File: src/fault_map.svh
// Timing counts and qualification counts for the fault sequencer
`ifndef FAULT_MAP_SVH
`define FAULT_MAP_SVH

`define CLK_FREQ_MHZ     250
`define POWER_TIME_MS    160
`define RECOVERY_TIME_MS 1500
`define POWER_CYCLES     (`POWER_TIME_MS * 1000 * `CLK_FREQ_MHZ)
`define RECOVERY_CYCLES  (`RECOVERY_TIME_MS * 1000 * `CLK_FREQ_MHZ)
`define OV_PULSES        3
`define OTP_PULSES       4
`define TEST_PULSES      3
`define CNT_W            4

`endif

File: src/fault_pkg.sv
// Types shared by the fault sequencer
package fault_pkg;
    typedef enum logic [1:0]
    {
        st_run      = 2'b00,
        st_recovery = 2'b01,
        st_wait_off = 2'b10,
        st_otp      = 2'b11
    } seq_state_type;
endpackage

File: src/pulse_qualifier.sv
// Consecutive-pulse fault qualifier
`timescale 1ns/10ps
`include "fault_map.svh"
module pulse_qualifier #(
    parameter int COUNT = 3
) (
    // Clock and reset
    input  wire logic ref_clk,
    input  wire logic rst_n,
    // Sampling
    input  wire logic sample,
    input  wire logic cond,
    // Result
    output logic      hit
);
    logic [`CNT_W-1:0] count;
    wire               at_limit;
    wire               next_hit;

    if (COUNT < 1 || COUNT > 15)
    begin : bad_count
        $error("pulse_qualifier COUNT out of range");
    end

    assign at_limit = (count == COUNT[`CNT_W-1:0] - 4'h1);
    assign next_hit = sample & cond & at_limit;

    always_ff @(posedge ref_clk or negedge rst_n)
    begin
        if (!rst_n)
            count <= 4'h0;
        else if (sample && !cond)
            count <= 4'h0;
        else if (sample && !at_limit)
            count <= count + 4'h1;
        else if (next_hit)
            count <= 4'h0;
    end

    always_ff @(posedge ref_clk or negedge rst_n)
    begin
        if (!rst_n)
            hit <= 1'b0;
        else
            hit <= next_hit;
    end

    miss_clear_a: assert property (@(posedge ref_clk) disable iff (!rst_n)
        sample && !cond |=> count == 4'h0)
        else $error("qualifier count not cleared on miss");
endmodule

File: src/fault_sequencer.sv
// Fault-protection sequencer for an active-clamp flyback controller
// Overview of operation
// - Sample aux sense after low-side turn-off
// - Three over-voltage pulses stop, disable, start recovery
// - No low-side pulses during recovery delay
// - After delay, restart at next supply-off
// - Four cold-thermistor pulses latch fault, raise
// - Clear thermistor fault only above raised threshold
// - Grounded thermistor: three test pulses per cycle
// - Over-power timer starts when peak exceeds threshold
// - Continuous 160 ms over-power enters recovery
// - Over-power threshold at most 0.6 V
// - Peak sense never passes 0.8 V ceiling
// - No clamp pulses in low-power or standby
// - Clamp pulses enabled entering adaptive burst
`timescale 1ns/10ps
`include "fault_map.svh"
module fault_sequencer #(
    parameter int unsigned POWER_CYCLES    = `POWER_CYCLES,
    parameter int unsigned RECOVERY_CYCLES = `RECOVERY_CYCLES
) (
    // Clock and reset
    input  wire logic ref_clk,
    input  wire logic rst_n,
    // Modulator requests
    input  wire logic low_side_request,
    input  wire logic clamp_request,
    // Operating mode
    input  wire logic low_power_operation,
    input  wire logic standby_burst_operation,
    input  wire logic adaptive_burst_operation,
    // Analog comparators
    input  wire logic aux_winding_sense_input,
    input  wire logic thermistor_input,
    input  wire logic overpower_compare,
    input  wire logic peak_sense_ceiling,
    input  wire logic supply_lockout_cycle,
    // Power stage
    output logic      low_side_gate_pulse,
    output logic      clamp_gate_pulse,
    output logic      power_stage_enable,
    // Status
    output logic      output_overvoltage_fault,
    output logic      overpower_fault,
    output logic      overtemp_fault,
    output logic      thermistor_threshold_raise,
    output logic      fault_recovery_delay,
    output logic      startup_pulse
);
    logic [1:0]              ov_sync;
    logic [1:0]              therm_sync;
    logic [1:0]              power_sync;
    logic [1:0]              ceil_sync;
    logic [2:0]              off_sync;
    fault_pkg::seq_state_type state;
    fault_pkg::seq_state_type next_state;
    logic                    sample;
    logic                    ceiling_block;
    logic                    clamp_enable;
    logic                    burst_prev;
    logic [31:0]             power_count;
    logic [31:0]             recovery_count;
    logic [1:0]              test_left;
    logic                    ov_hit;
    logic                    otp_hit;

    wire ov_now       = ov_sync[1];
    wire therm_low    = therm_sync[1];
    wire power_now    = power_sync[1];
    wire ceil_now     = ceil_sync[1];
    wire supply_off   = off_sync[1] & ~off_sync[2];
    wire in_run       = (state == fault_pkg::st_run);
    wire in_otp       = (state == fault_pkg::st_otp);
    wire test_window  = in_otp & (test_left != 2'h0);
    wire allow_pulses = in_run | test_window;
    wire power_expire = in_run & power_now & (power_count == POWER_CYCLES - 1);
    wire recov_expire = (state == fault_pkg::st_recovery) & (recovery_count == 32'h0);
    wire otp_clear    = in_otp & sample & ~therm_low;
    wire next_low     = low_side_request & allow_pulses & ~ceiling_block & ~ceil_now
                        & ~(in_run & (ov_hit | power_expire | otp_hit));
    wire burst_entry  = adaptive_burst_operation & ~burst_prev;
    wire quiet_mode   = low_power_operation | standby_burst_operation;
    wire next_clamp   = clamp_request & clamp_enable & ~quiet_mode & in_run & ~low_side_gate_pulse;
    wire next_enable  = (next_state == fault_pkg::st_run) | (next_state == fault_pkg::st_otp);

    if (POWER_CYCLES < 2 || RECOVERY_CYCLES < 2)
    begin : bad_timer_counts
        $error("fault_sequencer timer counts too small");
    end

    // Comparator and supply synchronisers
    always_ff @(posedge ref_clk or negedge rst_n)
    begin
        if (!rst_n)
        begin
            ov_sync    <= 2'h0;
            therm_sync <= 2'h0;
            power_sync <= 2'h0;
            ceil_sync <= 2'h0;
            off_sync  <= 3'h0;
        end
        else
        begin
            ov_sync    <= {ov_sync[0], aux_winding_sense_input};
            therm_sync <= {therm_sync[0], thermistor_input};
            power_sync <= {power_sync[0], overpower_compare};
            ceil_sync <= {ceil_sync[0], peak_sense_ceiling};
            off_sync  <= {off_sync[1:0], supply_lockout_cycle};
        end
    end

    pulse_qualifier #(
        .COUNT (`OV_PULSES)
    ) ov_qual (
        .ref_clk (ref_clk),
        .rst_n   (rst_n),
        .sample  (sample),
        .cond    (ov_now),
        .hit     (ov_hit)
    );

    pulse_qualifier #(
        .COUNT (`OTP_PULSES)
    ) otp_qual (
        .ref_clk (ref_clk),
        .rst_n   (rst_n),
        .sample  (sample & in_run),
        .cond    (therm_low),
        .hit     (otp_hit)
    );

    // Next sequencer state
    always_comb
    begin
        next_state = state;
        case (state)
            fault_pkg::st_run:
            begin
                if (ov_hit || power_expire)
                    next_state = fault_pkg::st_recovery;
                else if (otp_hit)
                    next_state = fault_pkg::st_otp;
            end
            fault_pkg::st_recovery:
            begin
                if (recov_expire)
                    next_state = fault_pkg::st_wait_off;
            end
            fault_pkg::st_wait_off:
            begin
                if (supply_off)
                    next_state = fault_pkg::st_run;
            end
            fault_pkg::st_otp:
            begin
                if (otp_clear)
                    next_state = fault_pkg::st_run;
            end
            default:
                next_state = fault_pkg::st_recovery;
        endcase
    end

    always_ff @(posedge ref_clk or negedge rst_n)
    begin
        if (!rst_n)
            state <= fault_pkg::st_wait_off;
        else
            state <= next_state;
    end

    // Turn-off strobe and pulse-by-pulse ceiling
    always_ff @(posedge ref_clk or negedge rst_n)
    begin
        if (!rst_n)
        begin
            sample        <= 1'b0;
            ceiling_block <= 1'b0;
        end
        else
        begin
            sample        <= low_side_gate_pulse & ~next_low;
            ceiling_block <= low_side_request & (ceiling_block | ceil_now);
        end
    end

    // Over-power timer, threshold is line-compensated in the analog path
    always_ff @(posedge ref_clk or negedge rst_n)
    begin
        if (!rst_n)
            power_count <= 32'h0;
        else if (!power_now || !in_run)
            power_count <= 32'h0;
        else if (!power_expire)
            power_count <= power_count + 32'h1;
    end

    // Recovery delay
    always_ff @(posedge ref_clk or negedge rst_n)
    begin
        if (!rst_n)
            recovery_count <= 32'h0;
        else if (in_run && next_state == fault_pkg::st_recovery)
            recovery_count <= RECOVERY_CYCLES - 1;
        else if (recovery_count != 32'h0)
            recovery_count <= recovery_count - 32'h1;
    end

    // Test pulses per supply cycle while the thermistor fault holds
    always_ff @(posedge ref_clk or negedge rst_n)
    begin
        if (!rst_n)
            test_left <= 2'h0;
        else if (in_otp && supply_off)
            test_left <= 2'(`TEST_PULSES);
        else if (sample && test_left != 2'h0)
            test_left <= test_left - 2'h1;
    end

    // Clamp enable by operating mode
    always_ff @(posedge ref_clk or negedge rst_n)
    begin
        if (!rst_n)
        begin
            clamp_enable <= 1'b0;
            burst_prev   <= 1'b0;
        end
        else
        begin
            burst_prev <= adaptive_burst_operation;
            if (quiet_mode)
                clamp_enable <= 1'b0;
            else if (burst_entry)
                clamp_enable <= 1'b1;
        end
    end

    // Registered outputs
    always_ff @(posedge ref_clk or negedge rst_n)
    begin
        if (!rst_n)
        begin
            low_side_gate_pulse        <= 1'b0;
            clamp_gate_pulse           <= 1'b0;
            power_stage_enable         <= 1'b0;
            output_overvoltage_fault   <= 1'b0;
            overpower_fault            <= 1'b0;
            overtemp_fault             <= 1'b0;
            thermistor_threshold_raise <= 1'b0;
            fault_recovery_delay       <= 1'b0;
            startup_pulse              <= 1'b0;
        end
        else
        begin
            low_side_gate_pulse <= next_low;
            clamp_gate_pulse    <= next_clamp;
            power_stage_enable  <= next_enable;
            if (in_run && ov_hit)
                output_overvoltage_fault <= 1'b1;
            else if (next_state == fault_pkg::st_run && !in_run)
                output_overvoltage_fault <= 1'b0;
            if (power_expire && !ov_hit)
                overpower_fault <= 1'b1;
            else if (next_state == fault_pkg::st_run && !in_run)
                overpower_fault <= 1'b0;
            overtemp_fault             <= (next_state == fault_pkg::st_otp);
            thermistor_threshold_raise <= (next_state == fault_pkg::st_otp);
            fault_recovery_delay       <= (next_state == fault_pkg::st_recovery);
            startup_pulse              <= (state == fault_pkg::st_wait_off) & supply_off;
        end
    end

    no_recovery_pulse_a: assert property (@(posedge ref_clk) disable iff (!rst_n)
        fault_recovery_delay |-> !low_side_gate_pulse)
        else $error("low-side pulse during recovery delay");

    ov_stop_a: assert property (@(posedge ref_clk) disable iff (!rst_n)
        in_run && ov_hit |=> fault_recovery_delay && !power_stage_enable
        && !low_side_gate_pulse && output_overvoltage_fault)
        else $error("over-voltage did not stop the stage");

    ceiling_cut_a: assert property (@(posedge ref_clk) disable iff (!rst_n)
        ceil_now && low_side_gate_pulse |=> !low_side_gate_pulse)
        else $error("low-side pulse not ended at ceiling");

    clamp_quiet_a: assert property (@(posedge ref_clk) disable iff (!rst_n)
        quiet_mode |=> !clamp_gate_pulse && !clamp_enable)
        else $error("clamp pulse in quiet mode");

    clamp_burst_a: assert property (@(posedge ref_clk) disable iff (!rst_n)
        burst_entry && !quiet_mode |=> clamp_enable)
        else $error("clamp not enabled on adaptive burst entry");

    power_timer_clear_a: assert property (@(posedge ref_clk) disable iff (!rst_n)
        !power_now |=> power_count == 32'h0)
        else $error("over-power timer not cleared");

    power_trip_a: assert property (@(posedge ref_clk) disable iff (!rst_n)
        power_expire && !ov_hit |=> fault_recovery_delay && overpower_fault
        && recovery_count == RECOVERY_CYCLES - 1)
        else $error("over-power expiry did not start recovery");

    otp_raise_a: assert property (@(posedge ref_clk) disable iff (!rst_n)
        in_run && otp_hit && !ov_hit && !power_expire |=> thermistor_threshold_raise
        && overtemp_fault)
        else $error("thermistor fault not latched");

    otp_clear_a: assert property (@(posedge ref_clk) disable iff (!rst_n)
        in_otp && !(sample && !therm_low) |=> in_otp)
        else $error("thermistor fault cleared without release");

    restart_a: assert property (@(posedge ref_clk) disable iff (!rst_n)
        state == fault_pkg::st_wait_off && supply_off |=> in_run && startup_pulse)
        else $error("no restart at supply turn-off");

    test_pulse_a: assert property (@(posedge ref_clk) disable iff (!rst_n)
        in_otp && supply_off |=> test_left == 2'(`TEST_PULSES))
        else $error("test pulses not armed");

    ov_trip_c: cover property (@(posedge ref_clk) disable iff (!rst_n)
        in_run && ov_hit ##[1:20] fault_recovery_delay);
    power_trip_c: cover property (@(posedge ref_clk) disable iff (!rst_n) power_expire);
    otp_cycle_c: cover property (@(posedge ref_clk) disable iff (!rst_n)
        in_otp && otp_clear);
endmodule

File: config.mk
export PLATFORM = sky130hd
export DESIGN_NAME = fault_sequencer
export DESIGN_NICKNAME = d
export VERILOG_FILES = /design/src/fault_pkg.sv /design/src/pulse_qualifier.sv /design/src/fault_sequencer.sv
export VERILOG_INCLUDE_DIRS = /design/src
export SDC_FILE = /design/constraint.sdc
export NUM_CORES = 1
export LEC_CHECK = 0
export BUFFER_PORTS_ARGS = -buffer_cell sky130_fd_sc_hd__buf_4
export CORE_MARGIN = 2
export CORE_UTILIZATION = 30
export CTS_CLUSTER_SIZE = 14
export DETAILED_ROUTE_END_ITERATION = 16
export PLACE_DENSITY_LB_ADDON = 0.1
export SLEW_MARGIN = 5
export SYNTH_ARGS = -nofsm -noshare
export SYNTH_HDL_FRONTEND = slang
export SYNTH_SLANG_ARGS = --single-unit
export TNS_END_PERCENT = 100
File: constraint.sdc
create_clock -name ref_clk -period 4.09 [get_ports ref_clk]
set_input_delay 0.2045 -clock ref_clk [delete_from_list [all_inputs] [get_ports ref_clk]]
set_output_delay 0.2045 -clock ref_clk [all_outputs]
set_load 0.02 [all_outputs]
==> impl_metrics.json, run 1 <==
{
  "status": "finished, violations left",
  "violations": "negative hold slack",
  "multi_input_area_sq_um": 2220,
  "clock_skew_ns": 0.00661,
  "drc": 0,
  "gp_congestion": 0.737,
  "drv_slew": 0,
  "ctsRootBufferMaster": "clkbuf_16",
  "use_met2_pct": 19.3,
  "hpwlAfterDp_um": 7190,
  "cp.required_ns": 4.31,
  "rsz0062_at_grt": "false",
  "met1_usage_pct": 18.5,
  "diodes": 0,
  "ant_nets": 0,
  "start_util_pct": 30.8,
  "critPathCapture": "recovery_count[7]$_DFFE_PN0P_",
  "ys_seq_area_share_pct": 51.5,
  "p_seq_share_pct": 44.5,
  "die_width_um": 132,
  "synth_common_cells": "100 x dfrtp_1, 42 x nor2_1, 34 x nand2_1, 29 x o21ai_0, 27 x nand3_1",
  "slew_headroom_pct": 17.3,
  "drtIter0Drc": 293,
  "cp-startpoint": "recovery_count[14]$_DFFE_PN0P_",
  "cts_tree": "done",
  "cts_setup_buffers": 0,
  "final_hold_viol_count": 26,
  "fmax_mhz": 287,
  "yosysTopAreaCellShare_pct": 50.9,
  "synthesis.area_sq_um": 4910,
  "synth_warnings": 0,
  "via_count": 3790,
  "synthFlopType": "dfrtp_1",
  "std_cell_rows": 46,
  "async_flop_share_pct": 100,
  "rr_endpoint": "recovery_count[7]$_DFFE_PN0P_",
  "wl_um": 10700,
  "p_comb_share_pct": 23.4,
  "synth_nets": 519,
  "grt_pass1_wl_um": 18400,
  "hp-class": "primary input to asynchronous set/reset pin",
  "io_buffers": 20,
  "ios": 21,
  "rr_startpoint": "recovery_count[14]$_DFFE_PN0P_",
  "die_area_sq_um": 17400,
  "arrival_ns": 3.71,
  "grt_pass1_vias": 3620,
  "synth_area_leader_cell": "dfrtp_1",
  "drv_cap": 0,
  "cp-end-kind": "flip-flop",
  "nets": 546,
  "min_period_over_period_pct": 85.2,
  "p_switching_uw": 979,
  "cts.sinks": 101,
  "p_sw_share_pct": 31.8,
  "internal_power_uw": 2100,
  "start_kind": "flip-flop",
  "holdWs_ns": -0.0251,
  "syn_inst": 497,
  "tightest_slew_ns": 1.23,
  "clk_pin_slew_worst_paths_ns": 0.07,
  "cellPowerDensity_nw_per_um2": 539,
  "routedWlPerCell_um": 14.4,
  "via_per_inst": 5.09,
  "synth_seq_cells": 101,
  "fin_crit_ns": 3.48,
  "p_clk_share_pct": 32.1,
  "met3_usage_pct": 2.77,
  "drt_pass1_iterations": 4,
  "reg2reg_depth": 8,
  "ff2ff_setup_slack_ns": 0.61,
  "syn_avg_cell_area_sq_um": 9.89,
  "cts_buffer_depth": 2,
  "grtUsageTotal_pct": 13.1,
  "finalSetupTns_ns": 0,
  "crit_fanout": 7,
  "core_area_sq_um": 15900,
  "grt_max_degree": 69,
  "ir_drop_mv": 0.227,
  "synthToLayoutAreaGrowth_pct": 16.3,
  "ys_types": 50,
  "h-tree-depth": 3,
  "top_usage_layer": "met2",
  "globalRoute.totalOverflow": 0,
  "clock_latency_ns": 0.35,
  "finalCoreUtilization_pct": 35.9,
  "setup_viol_count_final": 0,
  "fp.dieH_um": 132,
  "synth-edff-count": 0,
  "drive_gt1_share_pct": 10.2,
  "yosysMostFrequentCell": "dfrtp_1",
  "synth.area.top_cells": "dfrtp_1 51%, xnor2_1 3.7%, nor2_1 3.2%, o21ai_0 3.0%, nand3_1 2.7%",
  "antenna_found_initial": 0,
  "totalPowerFinal_uw": 3080,
  "fillers": 1591,
  "crit_type": "flip-flop to flip-flop",
  "cts_buffers": 9,
  "power_leakage_uw": 0.00227,
  "register_area_sq_um": 2530
}
## critical path: stages, from the launching register on
cell	delay, ns
dfrtp_1	0.39
or4_1	0.63
or4_4	0.57
or4_1	0.55
nor2_1	0.14
o21ai_0	0.17
ha_1	0.28
and2_1	0.15
or3b_2	0.45
## cell usage in the layout (no fill, tap or decap), types with 19 or more instances in the layout
master,instances
nand3_1,27
dfrtp_1,100
buf_4,30
o21ai_0,29
nand2_1,34
or3_1,21
nor2_1,42
xnor2_1,21
inv_1,19
a21oi_1,24
## metal layers
layer / part of all wire, % / routed length, um
met1: 51 / 5440
met5: 0 / 0
met3: 3.2 / 340
met2: 44 / 4750
met4: 1.9 / 201
## final cells by class
cell class	instances	share of cell area [%]
inverters	19	1.25
repair buffers	36	4.99
clock buffers	12	4.31
multi-input cells	357	38.8
well taps	216	4.73
flip-flops and latches	101	44.2
clock inverters	4	1.66
## worst min path at each step
stage | start | endpoint | slack (ns) | cells after the start
global route | low_power_operation | clamp_enable$_DFFE_PN0P_ | 0.01 | 2
detailed placement | peak_sense_ceiling | ceil_sync[0]$_DFF_PN0_ | 0.32 | 1
floorplan | rst_n | burst_prev$_DFF_PN0_ | -0.09 | 0
global placement | aux_winding_sense_input | ov_sync[0]$_DFF_PN0_ | 0.31 | 1
finish | rst_n | ov_qual.count[2]$_DFFE_PN0P_ | -0.03 | 1
CTS | low_power_operation | clamp_enable$_DFFE_PN0P_ | 0.002 | 2
## through the flow
step	instances	cell area, sq um	setup WS (ns)
floorplan	497	4910	0.574
global placement	723	5320	0.714
detailed placement	723	5320	0.576
CTS	745	5720	0.569
global route	745	5720	0.333
finish	745	5720	0.606
## power groups by stage
stage / clock network [uW] / registers, uW / logic (uW)
floorplan: 0 / 1340 / 526
global placement: 0 / 1380 / 716
detailed placement: 0 / 1390 / 727
CTS: 1020 / 1370 / 735
global route: 1060 / 1410 / 831
finish: 990 / 1370 / 720
## flip-flops by register name, summed over array words and instances (netlist names), 2 cells and up
| signal | flops |
|---|---|
| ceil_sync | 2 |
| off_sync | 3 |
| otp_qual.count | 4 |
| ov_qual.count | 4 |
| ov_sync | 2 |
| power_count | 32 |
| power_sync | 2 |
| recovery_count | 32 |
| state | 2 |
| test_left | 2 |
| therm_sync | 2 |
## what timing repair did
item / in CTS / in global routing
hold buffers: 6 / 0
endpoints found under the hold margin: 6 / 0
resized for setup: 0 / 0
## cell families (layout without fill, tap and decap cells)
kind of cell	count (synthesis)	in the layout	synth area share, %
compound gates	85	85	10.5
xor+xnor	30	30	5.35
fa+ha+maj	10	10	2.55
buf+inv	39	71	3.39
flops	101	101	51.5
mux	4	4	0.916
simple gates	228	228	25.9
Note: power is estimated with default switching activity, not from simulation.
==> run 2: changes to the inputs <==
--- a/config.mk
+++ b/config.mk
@@ -8,7 +8,7 @@
 export LEC_CHECK = 0
 export BUFFER_PORTS_ARGS = -buffer_cell sky130_fd_sc_hd__buf_4
 export CORE_MARGIN = 2
-export CORE_UTILIZATION = 30
+export CORE_UTILIZATION = 35
 export CTS_CLUSTER_SIZE = 14
 export DETAILED_ROUTE_END_ITERATION = 16
 export PLACE_DENSITY_LB_ADDON = 0.1
==> run 2 against run 1 <==
Against the previous run: the flow now finishes without violations; sequential power about the same; clock power decreased by 18%; die area down 14%; non-clock buffer count decreased by 1; via count is 2.1% lower; critical endpoint is now recovery_count[31]$_DFFE_PN0P_; highest routed layer unchanged; register-to-register slack worse by 0.06 ns; total power is 6.5% lower; critical path depth rose by 1; largest cell class unchanged; design area is 2.0% lower; wire length down 4.4%; worst setup slack lost 0.063 ns; combinational power fell by 2%.
==> impl_metrics.json, run 2 (same netlist as run 1, synthesis figures left out) <==
{
  "status": "finished clean",
  "rsz0062_at_grt": "false",
  "p_seq_share_pct": 47.4,
  "fin_crit_ns": 3.55,
  "power_leakage_uw": 0.00223,
  "cts.sinks": 101,
  "p_sw_share_pct": 33.1,
  "hpwlAfterDp_um": 6950,
  "drtIter0Drc": 187,
  "grtUsageTotal_pct": 15.1,
  "stdcell_count": 708,
  "core_area_sq_um": 13800,
  "ant_nets": 0,
  "p_clk_share_pct": 28.0,
  "drive_gt1_share_pct": 10.0,
  "ctsRootBufferMaster": "clkbuf_16",
  "std_cell_rows": 43,
  "start_util_pct": 35.7,
  "ir_drop_mv": 0.226,
  "nets": 545,
  "start_kind": "flip-flop",
  "cellPowerDensity_nw_per_um2": 514,
  "p_switching_uw": 953,
  "clk_pin_slew_worst_paths_ns": 0.06,
  "antenna_found_initial": 0,
  "fp.dieH_um": 123,
  "tightest_slew_ns": 0.942,
  "cts_tree": "done",
  "routedWlPerCell_um": 14.5,
  "cts_buffers": 9,
  "finalCoreUtilization_pct": 40.7,
  "grt_max_degree": 73,
  "layout_commonest_cell": "dfrtp_1",
  "layout_common_cells": "100 x dfrtp_1, 42 x nor2_1, 34 x nand2_1, 29 x o21ai_0, 29 x buf_4",
  "drv_cap": 0,
  "die_area_sq_um": 15000,
  "via_count": 3709,
  "setup_viol_count_final": 0,
  "gp_congestion": 0.810,
  "min_period_over_period_pct": 86.7,
  "die_width_um": 123,
  "pre_cts_ws_ns": 0.541,
  "cp.required_ns": 4.34,
  "io_buffers": 20,
  "slew_headroom_pct": 37.2,
  "ios": 21,
  "fin_ws_ns": 0.543,
  "via_per_inst": 5.24,
  "finalSetupTns_ns": 0,
  "cts_buffer_depth": 2,
  "drc": 0,
  "internal_power_uw": 1930,
  "drv_slew": 0,
  "grt_pass1_wl_um": 17800,
  "grt_pass1_vias": 3659,
  "dpl.cell_count": 686,
  "crit_fanout": 17,
  "globalRoute.totalOverflow": 0,
  "top_regs": "power_count: 32 flops, recovery_count: 32 flops",
  "ff2ff_setup_slack_ns": 0.54,
  "wl_um": 10300,
  "holdWs_ns": 0.000408,
  "crit_type": "flip-flop to flip-flop",
  "synthToLayoutAreaGrowth_pct": 14.0,
  "diodes": 0,
  "p_comb_share_pct": 24.6,
  "hp-class": "primary input to asynchronous set/reset pin",
  "drt_pass1_iterations": 4,
  "clock_skew_ns": 0.0103,
  "clock_latency_ns": 0.35,
  "fmax_mhz": 282,
  "arrival_ns": 3.79,
  "h-tree-depth": 3,
  "final_hold_viol_count": 0,
  "cp-end-kind": "flip-flop",
  "cts_setup_buffers": 0
}
[run 2: cell count changes in the layout (fill, tap and decap cells not counted)]
| cell | before | now |
|---|---|---|
| clkinvlp_4 | 0 | 2 |
| buf_4 | 30 | 29 |
| bufinv_16 | 3 | 0 |
| clkbuf_8 | 1 | 2 |
[run 2: final timing paths]
| path | from | to | depth (start not counted) |
|---|---|---|---|
| max | recovery_count[14]$_DFFE_PN0P_ | recovery_count[31]$_DFFE_PN0P_ | 9 |
| min | rst_n | ov_qual.count[2]$_DFFE_PN0P_ | 1 |
| max reg2reg | recovery_count[14]$_DFFE_PN0P_ | recovery_count[31]$_DFFE_PN0P_ | 9 |
| min reg2reg | ov_sync[0]$_DFF_PN0_ | ov_sync[1]$_DFF_PN0_ | 0 |
| max in group asynchronous | rst_n | recovery_count[2]$_DFFE_PN0P_ | 2 |
| min in group ref_clk | low_power_operation | clamp_gate_pulse$_DFF_PN0_ | 2 |
[run 2: layer usage]
layer  routed length (um)  track usage [%]  up-vias
met5                    0                0        -
met4                  183             6.39        0
met3                  314             2.51       12
met2                 4530             23.1       54
met1                 5230             21.3     1799
li1                     -                -     1844
[run 2: repair_timing]
| item | CTS | global route |
|---|---|---|
| endpoints found under the hold margin | 6 | 0 |
| resized for setup | 0 | 0 |
| hold buffers | 6 | 0 |
[run 2: through the flow]
step | power, uW | cell area [sq um]
2_1_floorplan | 1860 | 4910
3_3_place_gp | 2080 | 5260
3_5_place_dp | 2090 | 5260
4_1_cts | 2930 | 5600
5_1_grt | 3100 | 5600
6_report | 2880 | 5600
[run 2: power by group through the flow]
| stage | sequential, uW | combinational (uW) | clock, uW |
|---|---|---|---|
| 4_1_cts | 1360 | 722 | 840 |
| 3_3_place_gp | 1380 | 707 | 0 |
| 3_5_place_dp | 1380 | 711 | 0 |
| 6_report | 1360 | 708 | 807 |
| 5_1_grt | 1400 | 816 | 882 |
| 2_1_floorplan | 1340 | 526 | 0 |
[run 2: cell type report]
| class | instances | area, sq um |
|---|---|---|
| clock buffers | 13 | 260 |
| multi-input cells | 357 | 2220 |
| clock inverters | 3 | 20.0 |
| well taps | 180 | 225 |
| repair buffers | 35 | 278 |
| inverters | 19 | 71.3 |
| fillers | 1372 | 8170 |
| flip-flops and latches | 101 | 2530 |
[run 2: worst max-delay path, cell delays in order (launching register included)]
cell	delay [ns]
dfrtp_1	0.39
or4_1	0.64
or4_4	0.58
or4_1	0.53
nor2_1	0.14
o21ai_0	0.16
ha_1	0.27
nand2_1	0.43
nand2b_1	0.11
o31ai_1	0.21
==> run 3: changes to the inputs <==
--- a/config.mk
+++ b/config.mk
@@ -6,6 +6,7 @@
 export SDC_FILE = /design/constraint.sdc
 export NUM_CORES = 1
 export LEC_CHECK = 0
+export ABC_AREA = 1
 export BUFFER_PORTS_ARGS = -buffer_cell sky130_fd_sc_hd__buf_4
 export CORE_MARGIN = 2
 export CORE_UTILIZATION = 35
@@ -16,4 +17,4 @@
 export SYNTH_ARGS = -nofsm -noshare
 export SYNTH_HDL_FRONTEND = slang
 export SYNTH_SLANG_ARGS = --single-unit
-export TNS_END_PERCENT = 100
+export TNS_END_PERCENT = 10
==> run 3 against run 2 <==
Against the previous run: the run now ends with negative hold slack left; worst setup slack better by 0.59 ns; first-iteration DRC count is 84% higher; hold slack worse by 0.048 ns; global-route usage is 2.2 points higher; register-to-register slack better by 0.59 ns; critical endpoint is now recovery_count[7]$_DFFE_PN0P_; largest cell class is now multi-input gates; largest power group unchanged; highest routed layer unchanged.
==> impl_metrics.json, run 3 <==
{
  "cp.required_ns": 4.38,
  "drc": 0,
  "p_switching_uw": 1200,
  "ctsRootBufferMaster": "clkbuf_16",
  "ys_seq_area_share_pct": 45.7,
  "clock_latency_ns": 0.36,
  "hpwlAfterDp_um": 10400,
  "async_flop_share_pct": 100,
  "synthToLayoutAreaGrowth_pct": 13.1,
  "globalRoute.totalOverflow": 0,
  "drv_cap": 0,
  "cts.sinks": 101,
  "synth_nets": 729,
  "violations": "negative hold slack",
  "p_clk_share_pct": 26.6,
  "antenna_found_initial": 0,
  "cts_buffers": 9,
  "routedWlPerCell_um": 14.3,
  "synthFlopType": "dfrtp_1",
  "p_seq_share_pct": 44.8,
  "die_area_sq_um": 16800,
  "fin_crit_ns": 2.96,
  "tightest_slew_ns": 0.918,
  "p_sw_share_pct": 37.8,
  "crit_fanout": 20,
  "ff2ff_setup_slack_ns": 1.13,
  "clock_skew_ns": 0.00977,
  "die_width_um": 130,
  "setup_viol_count_final": 0,
  "holdWs_ns": -0.0478,
  "nets": 761,
  "min_period_over_period_pct": 72.4,
  "ios": 21,
  "synth.area.top_cells": "dfrtp_1 45%, nand2_1 8.6%, nor2_1 8.6%, inv_1 6.3%, nand3_1 4.0%",
  "grt_max_degree": 74,
  "cp_slowest_cell": "inv_1",
  "fp.dieH_um": 130,
  "drv_slew": 0,
  "grt_pass1_wl_um": 22500,
  "cellPowerDensity_nw_per_um2": 508,
  "final_hold_viol_count": 26,
  "cts_setup_buffers": 0,
  "ant_nets": 0,
  "power_leakage_uw": 0.00282,
  "hp-class": "primary input to asynchronous set/reset pin",
  "io_buffers": 20,
  "start_util_pct": 36.2,
  "grt_pass1_vias": 4430,
  "crit_type": "flip-flop to flip-flop",
  "top_regs": "power_count: 32 flops, recovery_count: 32 flops",
  "yosysTopAreaCellShare_pct": 45.2,
  "start_kind": "flip-flop",
  "cts_tree": "done",
  "slew_headroom_pct": 38.8,
  "via_per_inst": 4.87,
  "ctsResizeCount": 0,
  "std_cell_rows": 45,
  "cts_buffer_depth": 2,
  "synth_warnings": 0,
  "synth_common_cells": "127 x nand2_1, 127 x nor2_1, 100 x dfrtp_1, 93 x inv_1, 44 x nand3_1",
  "totalPowerFinal_uw": 3180,
  "layout_common_cells": "127 x nand2_1, 127 x nor2_1, 100 x dfrtp_1, 93 x inv_1, 44 x nand3_1",
  "synth_seq_cells": 101,
  "internal_power_uw": 1980,
  "syn_avg_cell_area_sq_um": 7.83,
  "ir_drop_mv": 0.275,
  "diodes": 0,
  "drive_gt1_share_pct": 11.7,
  "fmax_mhz": 338,
  "drt_pass1_iterations": 5,
  "synthesis.area_sq_um": 5540,
  "h-tree-depth": 3,
  "ys_types": 40,
  "synth_area_leader_cell": "dfrtp_1",
  "grtUsageTotal_pct": 17.3,
  "clk_pin_slew_worst_paths_ns": 0.07,
  "dpl.cell_count": 933,
  "core_area_sq_um": 15300,
  "p_comb_share_pct": 28.6,
  "arrival_ns": 3.25,
  "stdcell_count": 955,
  "via_count": 4650,
  "crit_chain": "nor2_4 > nand2_2 > inv_1 > nand3_2 > nand3_2 > nand2_2 > nand3_2 > ha_1 > nand2_2 > inv_1 > o31ai_1 > inv_1",
  "rsz0062_at_grt": "false",
  "status": "finished, violations left",
  "slowest_delay_ns": 0.52,
  "drtIter0Drc": 345,
  "finalSetupTns_ns": 0,
  "syn_inst": 707,
  "wl_um": 13700,
  "cp-end-kind": "flip-flop",
  "synth-edff-count": 0,
  "gp_congestion": 0.897
}
-- run 3: changes by cell type in the layout (fill, tap and decap cells not counted), moves of 8 or more --
cell / change
nand2_2: +9
or4_1: -17
o31ai_1: -9
xnor2_1: -15
or3_1: -21
nor2_1: +85
inv_1: +74
nand3_1: +17
nand2_1: +93
nor2_4: +8
nor3_1: +8
-- run 3: what timing repair did --
action	in CTS	in global routing
setup endpoints to repair	0	0
hold endpoints to repair	6	0
hold buffers	6	0
-- run 3: area by class of cell --
cell class	instances	area, sq um
clock buffer	10	239
clock inverter	6	51.3
fill	1606	9050
inverter	98	368
multi-input combinational	501	2590
sequential	101	2530
tap	211	264
timing repair buffer	28	225
-- run 3: power by group through the flow --
stage          logic [uW]  registers [uW]  clock network (uW)
3_5_place_dp          919            1430                   0
6_report              910            1420                 845
2_1_floorplan         671            1400                   0
4_1_cts               925            1420                 871
5_1_grt              1050            1460                 916
3_3_place_gp          901            1430                   0
-- run 3: critical path, delay by kind of cell (launching register included) --
family                     cells  cell delay [ns]
buffers and inverters          3             1.04
and+or+nand+nor                7             1.03
DFF                            1             0.45
adders and majority gates      1             0.18
AOI/OAI and AO/OA              1             0.17
-- run 3: path summary, 6_finish.rpt --
| kind | from | endpoint | cells after the start |
|---|---|---|---|
| worst max-delay path | state[0]$_DFF_PN0_ | recovery_count[7]$_DFFE_PN0P_ | 12 |
| worst min-delay path | rst_n | power_count[11]$_DFFE_PN0P_ | 1 |
| worst max register to register | state[0]$_DFF_PN0_ | recovery_count[7]$_DFFE_PN0P_ | 12 |
| worst min register to register | ceil_sync[0]$_DFF_PN0_ | ceil_sync[1]$_DFF_PN0_ | 0 |
| max in group asynchronous | rst_n | recovery_count[7]$_DFFE_PN0P_ | 2 |
| min in group ref_clk | low_power_operation | clamp_enable$_DFFE_PN0P_ | 3 |
-- run 3: per-stage QoR --
stage / hold WS, ns / area [sq um] / utilization (%) / setup WS [ns]
global route: 0.0525 / 6260 / 40.9 / 0.780
detailed placement: 0.315 / 5910 / 38.6 / 1.03
finish: -0.0478 / 6260 / 40.9 / 1.13
CTS: 0.0108 / 6260 / 40.9 / 1.03
floorplan: -0.0911 / 5540 / - / 1.89
global placement: 0.316 / 5910 / 38.6 / 1.15
-- run 3: per-layer routing --
| metal | GRT usage, % | share of wire (%) |
|---|---|---|
| met5 | 0 | 0 |
| met3 | 4.18 | 5.2 |
| met2 | 25.4 | 43 |
| met4 | 5.00 | 1.7 |
| met1 | 25.4 | 50 |
-- run 3: cells by family (layout without fill, tap and decap cells) --
group           after synthesis  after routing  synth area share [%]
compound gates               83             83                  8.18
xor+xnor                     20             20                  3.16
fa+ha+maj                    10             10                  2.26
buf+inv                     105            142                  7.59
flops                       101            101                  45.7
simple gates                388            388                  33.1
